$ cat src/hw/vic_pkg.sv
package vic_pkg;

	// ****************************************
	// register map, 32-bit aligned words
	// ****************************************
	localparam logic [7:0] OFS_EN_MAIN   = 8'h00;
	localparam logic [7:0] OFS_EN_SECOND = 8'h04;
	localparam logic [7:0] OFS_LV_MAIN   = 8'h08;
	localparam logic [7:0] OFS_LV_SECOND = 8'h0C;
	localparam logic [7:0] OFS_STATUS    = 8'h10;
	localparam logic [7:0] RST_REG       = 8'h00;

	// writable bits: bit 6 of the main enable, bits 7:6 of the main level are reserved
	localparam logic [7:0] MASK_EN_MAIN  = 8'hBF;
	localparam logic [7:0] MASK_MAIN     = 8'h3F;
	localparam logic [7:0] MASK_SECOND   = 8'h13;
	localparam int         GATE_BIT      = 7;

	// ****************************************
	// request slots in polling order, slot 0 first
	// ****************************************
	localparam int         NSLOT         = 10;
	localparam int         SLOT_EXT0     = 0;
	localparam int         SLOT_EXT1     = 4;
	localparam int         SLOT_TIMER0   = 2;
	localparam int         SLOT_TIMER1   = 6;
	// slot 5 is reserved and never requests
	localparam logic [9:0] SLOT_USED     = 10'h3DF;
	// slots whose enable and level live in the secondary registers
	localparam logic [9:0] SLOT_SECOND   = 10'h08A;
	// bit position of each slot inside its register, slot 0 lowest
	localparam logic [9:0][2:0] SLOT_BIT = {3'h5, 3'h4, 3'h0, 3'h3, 3'h0,
	                                        3'h2, 3'h1, 3'h1, 3'h4, 3'h0};
	// fixed call targets
	localparam logic [9:0][15:0] SLOT_VEC = {16'h002B, 16'h0023, 16'h0033, 16'h001B,
	                                         16'h0000, 16'h0013, 16'h0043, 16'h000B,
	                                         16'h004B, 16'h0003};

	typedef enum logic [1:0] {
		APB_IDLE = 2'b01,
		APB_ACK  = 2'b10
	} vic_apb_t;

endpackage : vic_pkg

$ cat src/hw/vic_ctrl.sv
`timescale 1ns/100ps
// What this block does
// - per-source level bit, one means high
// - high request preempts a running low routine
// - running high routine blocks every request
// - high level wins over low in poll
// - fixed polling order within one level
// - per-source enable bit gates that source
// - global gate zero blocks all acknowledges
// - main enable bit layout
// - secondary enable bit layout
// - main level bit layout
// - secondary level bit layout
// - sample flags once, poll next machine cycle
// - no call while equal/higher level runs
// - call only on instruction's last cycle
// - exit instruction or register access blocks
// - every poll uses only fresh samples
// - call pushes program counter, not status word
// - call loads the slot's fixed vector
// - exit instruction clears in-progress, resumes program
// - plain return leaves in-progress set
// - external flag cleared on call if edge mode
// - timer 0/1 flags cleared on call
module vic_ctrl (
	input  wire logic        ref_clk,        // core clock, 125 MHz
	input  wire logic        rst_n,          // async reset, active low
	input  wire logic        psel,           // apb select
	input  wire logic        penable,        // apb access phase
	input  wire logic        pwrite,         // apb direction
	input  wire logic [7:0]  paddr,          // apb byte address
	input  wire logic [31:0] pwdata,         // apb write data
	output logic      [31:0] prdata,         // apb read data
	output logic             pready,         // apb ready
	output logic             pslverr,        // apb error on unmapped address
	input  wire logic [9:0]  irq_flags,      // request flags, slot order
	input  wire logic        ext0_edge_mode, // external line 0 is edge triggered
	input  wire logic        ext1_edge_mode, // external line 1 is edge triggered
	input  wire logic        sample_phase,   // one pulse per machine cycle
	input  wire logic        last_cycle,     // final cycle of current instruction
	input  wire logic        instr_exit,     // irq_exit_instr is executing
	input  wire logic        instr_irq_reg,  // instruction touches enable/level regs
	output logic             hw_long_call,   // pulse: push pc and jump
	output logic      [15:0] call_vector,    // jump target of the call
	output logic      [3:0]  call_slot,      // slot being served
	output logic             call_level,     // level of the served slot
	output logic      [9:0]  flag_clear,     // pulse: clear these request flags
	output logic             in_prog_hi,     // high routine in progress
	output logic             in_prog_lo      // low routine in progress
);

	// ****************************************
	// state
	// ****************************************
	typedef struct packed {
		vic_pkg::vic_apb_t apb;
		logic [31:0]       rdata;
		logic              ready;
		logic              err;
		logic [7:0]        en_main;
		logic [7:0]        en_second;
		logic [7:0]        lv_main;
		logic [7:0]        lv_second;
		logic [9:0]        sampled;
		logic              in_hi;
		logic              in_lo;
		logic              call;
		logic [15:0]       vec;
		logic [3:0]        slot;
		logic              level;
		logic [9:0]        clr;
	} vic_state_t;

	vic_state_t s_r;
	vic_state_t s_nxt;

	logic [9:0] slot_en;
	logic [9:0] slot_lv;
	logic [9:0] req;
	logic       reg_hit;
	logic       wr_now;

	// ****************************************
	// per-slot enable and level lookup
	// ****************************************
	// each slot picks its bit from the main or the secondary register
	for (genvar i = 0; i < vic_pkg::NSLOT; i++) begin : g_slot
		assign slot_en[i] = vic_pkg::SLOT_USED[i] &
			(vic_pkg::SLOT_SECOND[i] ? s_r.en_second[vic_pkg::SLOT_BIT[i]]
			                         : s_r.en_main[vic_pkg::SLOT_BIT[i]]);
		assign slot_lv[i] = vic_pkg::SLOT_SECOND[i] ?
			s_r.lv_second[vic_pkg::SLOT_BIT[i]] :
			s_r.lv_main[vic_pkg::SLOT_BIT[i]];
	end

	// only the sample taken at the previous phase counts
	assign req     = s_r.sampled & slot_en & {10{s_r.en_main[vic_pkg::GATE_BIT]}};
	assign reg_hit = (paddr == vic_pkg::OFS_EN_MAIN) || (paddr == vic_pkg::OFS_EN_SECOND) ||
	                 (paddr == vic_pkg::OFS_LV_MAIN) || (paddr == vic_pkg::OFS_LV_SECOND) ||
	                 (paddr == vic_pkg::OFS_STATUS);
	assign wr_now  = psel && penable && s_r.ready && pwrite && reg_hit;

	// ****************************************
	// next state
	// ****************************************
	always_comb begin
		logic       found;
		logic       pick_hi;
		logic [3:0] pick;
		logic       blocked;
		found   = 1'b0;
		pick_hi = 1'b0;
		pick    = 4'h0;
		blocked = 1'b0;
		s_nxt       = s_r;
		s_nxt.call  = 1'b0;
		s_nxt.clr   = '0;
		s_nxt.ready = 1'b0;
		s_nxt.err   = 1'b0;

		// apb slave: one wait-free access cycle after setup
		unique case (s_r.apb)
			vic_pkg::APB_IDLE: begin
				if (psel && !penable) begin
					s_nxt.apb   = vic_pkg::APB_ACK;
					s_nxt.ready = 1'b1;
					s_nxt.err   = !((paddr == vic_pkg::OFS_EN_MAIN) ||
					                (paddr == vic_pkg::OFS_EN_SECOND) ||
					                (paddr == vic_pkg::OFS_LV_MAIN) ||
					                (paddr == vic_pkg::OFS_LV_SECOND) ||
					                (paddr == vic_pkg::OFS_STATUS));
					unique case (paddr)
						vic_pkg::OFS_EN_MAIN:   s_nxt.rdata = {24'h0, s_r.en_main};
						vic_pkg::OFS_EN_SECOND: s_nxt.rdata = {24'h0, s_r.en_second};
						vic_pkg::OFS_LV_MAIN:   s_nxt.rdata = {24'h0, s_r.lv_main};
						vic_pkg::OFS_LV_SECOND: s_nxt.rdata = {24'h0, s_r.lv_second};
						vic_pkg::OFS_STATUS:    s_nxt.rdata = {26'h0, s_r.in_hi, s_r.in_lo,
						                                       s_r.slot};
						default:                s_nxt.rdata = 32'h0;
					endcase
				end
			end
			vic_pkg::APB_ACK: begin
				s_nxt.apb = vic_pkg::APB_IDLE;
				if (wr_now) begin
					unique case (paddr)
						vic_pkg::OFS_EN_MAIN:   s_nxt.en_main   = pwdata[7:0] & vic_pkg::MASK_EN_MAIN;
						vic_pkg::OFS_EN_SECOND: s_nxt.en_second = pwdata[7:0] & vic_pkg::MASK_SECOND;
						vic_pkg::OFS_LV_MAIN:   s_nxt.lv_main   = pwdata[7:0] & vic_pkg::MASK_MAIN;
						vic_pkg::OFS_LV_SECOND: s_nxt.lv_second = pwdata[7:0] & vic_pkg::MASK_SECOND;
						default:                s_nxt.en_main   = s_r.en_main;
					endcase
				end
			end
		endcase

		// pick: highest-level requester first, then lowest slot number
		for (int i = vic_pkg::NSLOT - 1; i >= 0; i--) begin
			if (req[i] && slot_lv[i]) begin
				pick    = 4'(i);
				pick_hi = 1'b1;
				found   = 1'b1;
			end
		end
		if (!found) begin
			for (int i = vic_pkg::NSLOT - 1; i >= 0; i--) begin
				if (req[i]) begin
					pick  = 4'(i);
					found = 1'b1;
				end
			end
		end

		// a running high routine blocks all; a running low one blocks low only
		blocked = s_r.in_hi || (s_r.in_lo && !pick_hi) ||
		          !last_cycle ||
		          instr_exit || instr_irq_reg;

		if (sample_phase) begin
			// exit instruction ends the innermost routine; a plain return is not seen here
			if (instr_exit && last_cycle) begin
				if (s_r.in_hi) begin
					s_nxt.in_hi = 1'b0;
				end else begin
					s_nxt.in_lo = 1'b0;
				end
			end
			if (found && !blocked) begin
				s_nxt.call  = 1'b1;
				s_nxt.vec   = vic_pkg::SLOT_VEC[pick];
				s_nxt.slot  = pick;
				s_nxt.level = pick_hi;
				if (pick_hi) begin
					s_nxt.in_hi = 1'b1;
				end else begin
					s_nxt.in_lo = 1'b1;
				end
				// only edge-mode lines and timers 0/1 lose their flag here
				s_nxt.clr[pick] = (pick == 4'(vic_pkg::SLOT_EXT0)   && ext0_edge_mode) ||
				                  (pick == 4'(vic_pkg::SLOT_EXT1)   && ext1_edge_mode) ||
				                  (pick == 4'(vic_pkg::SLOT_TIMER0)) ||
				                  (pick == 4'(vic_pkg::SLOT_TIMER1));
			end
			// fresh capture every machine cycle; nothing blocked is remembered
			s_nxt.sampled = irq_flags & vic_pkg::SLOT_USED;
		end
	end

	// ****************************************
	// registers
	// ****************************************
	always_ff @(posedge ref_clk or negedge rst_n) begin
		if (!rst_n) begin
			s_r           <= '0;
			s_r.apb       <= vic_pkg::APB_IDLE;
			s_r.en_main   <= vic_pkg::RST_REG;
			s_r.en_second <= vic_pkg::RST_REG;
			s_r.lv_main   <= vic_pkg::RST_REG;
			s_r.lv_second <= vic_pkg::RST_REG;
		end else begin
			s_r <= s_nxt;
		end
	end

	// outputs are the state flip-flops themselves
	assign prdata       = s_r.rdata;
	assign pready       = s_r.ready;
	assign pslverr      = s_r.err;
	assign hw_long_call = s_r.call;
	assign call_vector  = s_r.vec;
	assign call_slot    = s_r.slot;
	assign call_level   = s_r.level;
	assign flag_clear   = s_r.clr;
	assign in_prog_hi   = s_r.in_hi;
	assign in_prog_lo   = s_r.in_lo;
endmodule : vic_ctrl

$ cat config.mk
export PLATFORM = sky130hd
export DESIGN_NAME = vic_ctrl
export DESIGN_NICKNAME = d
export VERILOG_FILES = /design/src/hw/vic_pkg.sv /design/src/hw/vic_ctrl.sv
export SDC_FILE = /design/constraint.sdc
export NUM_CORES = 1
export LEC_CHECK = 0
export ABC_AREA = 1
export ABC_CLOCK_PERIOD_IN_PS = 2250
export BUFFER_PORTS_ARGS = -buffer_cell sky130_fd_sc_hd__buf_4
export CAP_MARGIN = 20
export CORE_MARGIN = 2
export CORE_UTILIZATION = 35
export CTS_CLUSTER_DIAMETER = 150
export DETAILED_ROUTE_END_ITERATION = 6
export SLEW_MARGIN = 15
export SYNTH_ARGS = -nofsm -noshare
export SYNTH_HDL_FRONTEND = slang
export SYNTH_SLANG_ARGS = --single-unit
$ cat constraint.sdc
create_clock -name ref_clk -period 2.25 [get_ports ref_clk]
set_input_delay 0.5625 -clock ref_clk [delete_from_list [all_inputs] [get_ports ref_clk]]
set_output_delay 0.5625 -clock ref_clk [all_outputs]
set_load 0.02 [all_outputs]
Word-level counts from Yosys, hierarchy flattened
Memories as Yosys holds them, arrays and structs flattened.
Cells that the tools add are included.

storage, ports and cells
  bits in registers = 74
  bits in read-only memories = 256
  output and inout bits = 68
  logic and storage cells = 132
  memories = 1

cells by class
  order comparisons = 2
  equal/unequal tests = 10
  mux-type cells = 55
  bitwise gates (word level) = 3
  reductions and logical operators = 45

memories
  memory           depth  width  read ports  clocked after Yosys merged registers in  wr ports  RTL line         text
  (no name shown)  16     16     1           0                                        0         vic_ctrl.sv:190  s_nxt.vec = vic_pkg::SLOT_VEC[pick];

operator list
  kind                                                         number
  two-way mux 4 bit                                            21
  one-hot mux 8 bit (5 select lines)                           1
  two-way mux 36 bit                                           1
  two-way mux 34 bit                                           1
  two-way mux 32 bit                                           1
  AND 10 bit                                                   3
  two-way mux 1 bit                                            25
  logical AND 1 bit                                            21
  equality test 8 x 4 -> 1 bit (second input constant)         2
  two-way mux 16 bit                                           1
  AND reduction 3 bit                                          4
  logical OR 1 bit                                             11
  equality test 4 x 3 -> 1 bit (second input constant)         2
  equality test 8 x 3 -> 1 bit (second input constant)         1
  equality test 8 x 5 -> 1 bit (second input constant)         1
  logical NOT 8 bit                                            1
  logical NOT 1 bit                                            5
  less-than comparator 4 x 5 -> 1 bit (second input constant)  1
  demux 1 bit (select 4 bit)                                   1
  equality test 4 x 2 -> 1 bit (second input constant)         1
  >= comparator 4 x 1 -> 1 bit (second input constant)         1
  logical NOT 4 bit                                            1
  two-way mux 2 bit                                            2
  one-hot mux 2 bit (2 select lines)                           1
  4 further kinds                                              5

Longest topological paths before layout
  depth after elaboration = 32
  depth in mapped cells = 25
  gate-level depth less buffers = 24

Least setup slack after synthesis
Ideal clock, no wire load.

  path type = reg-to-reg
  start point = register s_r[75] (netlist bit)
  end point = register s_r (netlist bit call_vector[3])
  arrival time = 2.103 ns
  path slack = 0.026 ns
  cell stages (with the launch flop) = 26
  buffers on the path = 1
  cell sequence = dfrtp_1 buf_6 nand3_4 nor2_2 nand2_1 nand2_1 nand2_1 nand2_1 nand2_1 nand2_1 nand2_2 nand2_1 nand2_1 nand2_1 nand2_1 nand2_1 nand2_1 nand2_1 nand2_1 nand2_2 inv_1 ha_1 inv_1 nor2_2 nor3b_2 nand2_1

between the ends
  longest elaborated chain between the ends = 25
  elaborated cells between the ends (all ways) = 64
  classes of those cells = mux (43); bitwise (1); reduce/logical (19); memory (1)

RTL lines
  element                                   RTL line         text
  start: declaration                        vic_ctrl.sv:74   vic_state_t s_r;
  start signal: assignment                  vic_ctrl.sv:221  s_r <= s_nxt;
  AND 10 bit *                              vic_ctrl.sv:97   assign req = s_r.sampled & slot_en & {10{s_r.en_main[vic_pkg::GATE_BIT]}};
  logical AND 1 bit                         vic_ctrl.sv:159  if (req[i] && slot_lv[i]) begin
  two-way mux 4 bit (10 in a row)           vic_ctrl.sv:159
  two-way mux 4 bit (10 in a row)           vic_ctrl.sv:167  if (req[i]) begin
  two-way mux 4 bit                         vic_ctrl.sv:165  if (!found) begin
  memory read (16 x 16 bit)                 -
  two-way mux 16 bit (not written as such)  vic_ctrl.sv:190

Every way passes the cells marked *; elsewhere a longest branch is shown, timed or not. The select of a mux whose other input is x is not followed.
A chain may end at the register's enable or synchronous reset.

Worst setup path in the final report
Same ends and word-level chain as after synthesis.

==> results.toml <==
[outcome]
status = "complete, but fails checks"
violations = "setup timing"

[synth]
ys.flop_type = "dfrtp_1"
synth_edf_count = 0
synth_cell_types = 45
netlist_instances = 428
synth_seq_cells = 62
ys_seq_area_share_pct = 41.9
async_flop_share_pct = 100
syn_avg_cell_area_um2 = 8.65
syn_area_mm2 = 0.00370
yosysWarnings = 0

[sta]
tightest_slew_ns = 0.762
setup_ws_ns = -0.113
worst_hold_slack_ns = 0.292
finalCritPeriodShare_pct = 105
fin_skew_ns = 0.0104
setup_viol = 8
rsz0062_at_grt = "yes"
fmax_mhz = 423
slew_viol_final = 0
maxSlewHeadroom_pct = 49.2
hold_viol_final = 0
fin_crit_ns = 2.36

[cts]
numCtsBuffers = 9
cts-root-buf = "clkbuf_8"
clk-insertion-delay-late_ns = 0.34
clock-sinks = 62
clk_path_buf_depth = 2
htree_levels = 3
cts.clk_slew.worst_paths_ns = 0.07
cts_tree = "done"
ctsHoldBuffers = 0

[global_route]
grt-ovfl-total = 0
gr-usage-met3_pct = 2.86
grt_max_degree = 63
grt.met2_usage_pct = 25.8
use_met1_pct = 20.1
grt_usage_pct = 15.7
grt_pass1_wl_mm = 13.9
busiest_layer = "met2"
grt_antenna_before_repair = 0
grt_pass1_vias = 2934

[floorplan]
fp.dieW_um = 107
ios = 129
fp-row-count = 37
start_util_pct = 36.0
dieArea_mm2 = 0.0114
core-area_mm2 = 0.0103
die_y_um = 107

[routing]
ant_nets = 0
drc = 0
finalWirelength_mm = 8.31
dr.pass1.iters = 4
dr.first_iter.drc_count = 122
num_vias = 2912
routed_via_density = 4.39
wire_per_inst_um = 12.5

[final_layout]
synthToLayoutAreaGrowth_pct = 28.4
diodes = 0
fin_area_mm2 = 0.00476
nets = 589
final_layout_size_suffix_gt1_share_pct = 38.6

[setup_path]
worstPathRequired_ns = 2.48
cpMostUsedCell = "nand2_1"
start_kind = "flip-flop"
crit_path_top_delay_cell = "dfrtp_2"
worst_ep_arrival_time_ns = 2.60
path_class = "flip-flop to flip-flop"
end_kind = "flip-flop"
cp_max_fo = 5
worstPathCellList = "buf_12 > nand3_4 > nor2_4 > nor2_1 > nand2_1 > nand2_1 > nand2_1 > nand2_1 > nand2_2 > nand2_1 > nand2_1 > nand2_1 > nand2_1 > nand2_1 > nand2_1 > nand2_1 > nand2_2 > nand2_4 > buf_4 > ha_4 > nor2_2 > nor3b_2 > nand2_1"
slowest_delay_ns = 0.44

[placement]
pre_cts_ws_ns = -0.109
place_area_mm2 = 0.00433
hpwl_mm = 6.43
portBuffers = 67
gp_routability_congestion = 0.893

[job]
maxCapViolCount = 0

[pwr]
power_density_mw_per_mm2 = 527
ir_drop_mv = 0.291
fin_total_pwr_mw = 2.51
leakagePower_nw = 2.42

[hold_path]
hold_path_class = "input pin to asynchronous set/reset pin"
## per-layer routing
layer | wire, um | vias up
met5 | 0 | -
met4 | 113 | 0
met3 | 415 | 10
met2 | 4140 | 83
met1 | 3640 | 1368
li1 | - | 1451
## stage by stage
step	util [%]	cells	TNS (ns)
3_3_place_gp	42.2	641	-0.273
2_1_floorplan	-	464	0
3_5_place_dp	42.2	641	-0.661
5_1_grt	46.3	664	-3.59
4_1_cts	45.9	663	-0.255
6_report	46.3	664	-0.665
## sequential cells by signal (all words and copies together), names as in the netlist
register / count
call_vector: 5
in_prog_hi: 1
s_r: 30
pready: 1
call_slot: 4
pslverr: 1
flag_clear: 10
prdata: 7
hw_long_call: 1
call_level: 1
in_prog_lo: 1
## synth_stat cells (all sizes together) (2+ instances only)
master	number	area (um^2)
ha	4	50.1
nand3b	2	27.5
a21oi	4	20.0
nor2	39	204
a31oi	3	18.8
nor3	7	77.6
nand2	104	434
a221oi	3	26.3
buf	66	494
nand4	4	61.3
dfrtp	61	1530
o22ai	3	18.8
nand3	23	203
o21ai	37	208
inv	56	218
nor4	4	43.8
## final cells by class
cell class | count | area (um^2)
inverter | 57 | 224
tap | 136 | 170
multi-input combinational | 278 | 1680
timing repair buffer | 116 | 911
fill | 1040 | 5520
clock buffer | 12 | 145
clock inverter | 3 | 68.8
sequential | 62 | 1550
## worst max-delay path, delay by kind of cell, from the launching register on
family | cells | cell delay (ns)
fa+ha+maj | 1 | 0.25
simple gates | 20 | 1.28
flops | 1 | 0.44
buf+inv | 2 | 0.28
## where the power goes
group          leakage [nW]  internal [mW]  switching, mW
registers             0.815           1.15         0.0276
clock network         0.107          0.651          0.411
logic                  1.50         0.0916          0.171
## cell usage in the layout (no fill, tap or decap), drive strengths merged
master	synthesis	routed
nand3b	2	2
o31ai	1	1
a31oi	3	3
nor2	39	39
clkbuf	1	12
inv	56	56
nor3b	1	1
o22ai	3	3
nand4	4	4
conb	1	37
a21oi	4	4
bufinv	0	2
nor4	4	4
ha	4	4
buf	66	116
nand2	104	104
o211ai	1	1
nor3	7	7
clkinv	1	2
dfstp	1	1
a211oi	1	1
a221oi	3	3
dfrtp	61	61
o21ai	37	37
nand3	23	23
## path summary, 6_finish.rpt
check                                 endpoint  cells after the start         start  slack, ns
worst max register to register  call_vector[3]                     23       s_r[75]      -0.11
worst min-delay path             flag_clear[8]                      1         rst_n       0.29
worst max-delay path            call_vector[3]                     23       s_r[75]      -0.11
min in group ref_clk                   s_r[35]                      3  irq_flags[1]       0.43
worst min register to register         s_r[36]                      2       s_r[36]       0.48
max in group asynchronous              s_r[75]                      1         rst_n       1.40
## kinds of logic after synthesis
group | count (synthesis) | synth area share [%]
fa+ha+maj | 4 | 1.35
compound gates | 53 | 8.48
simple gates | 184 | 28.7
other cells | 1 | 0.101
flops | 62 | 41.9
buf+inv | 124 | 19.4
## what timing repair did
item | in CTS | in global routing
gates cloned | 1 | 0
pin swaps | 9 | 4
resized for setup | 23 | 10
setup endpoints to repair | 8 | 13
setup buffers | 6 | 1
No activity file was read; power rests on OpenSTA's default activity.
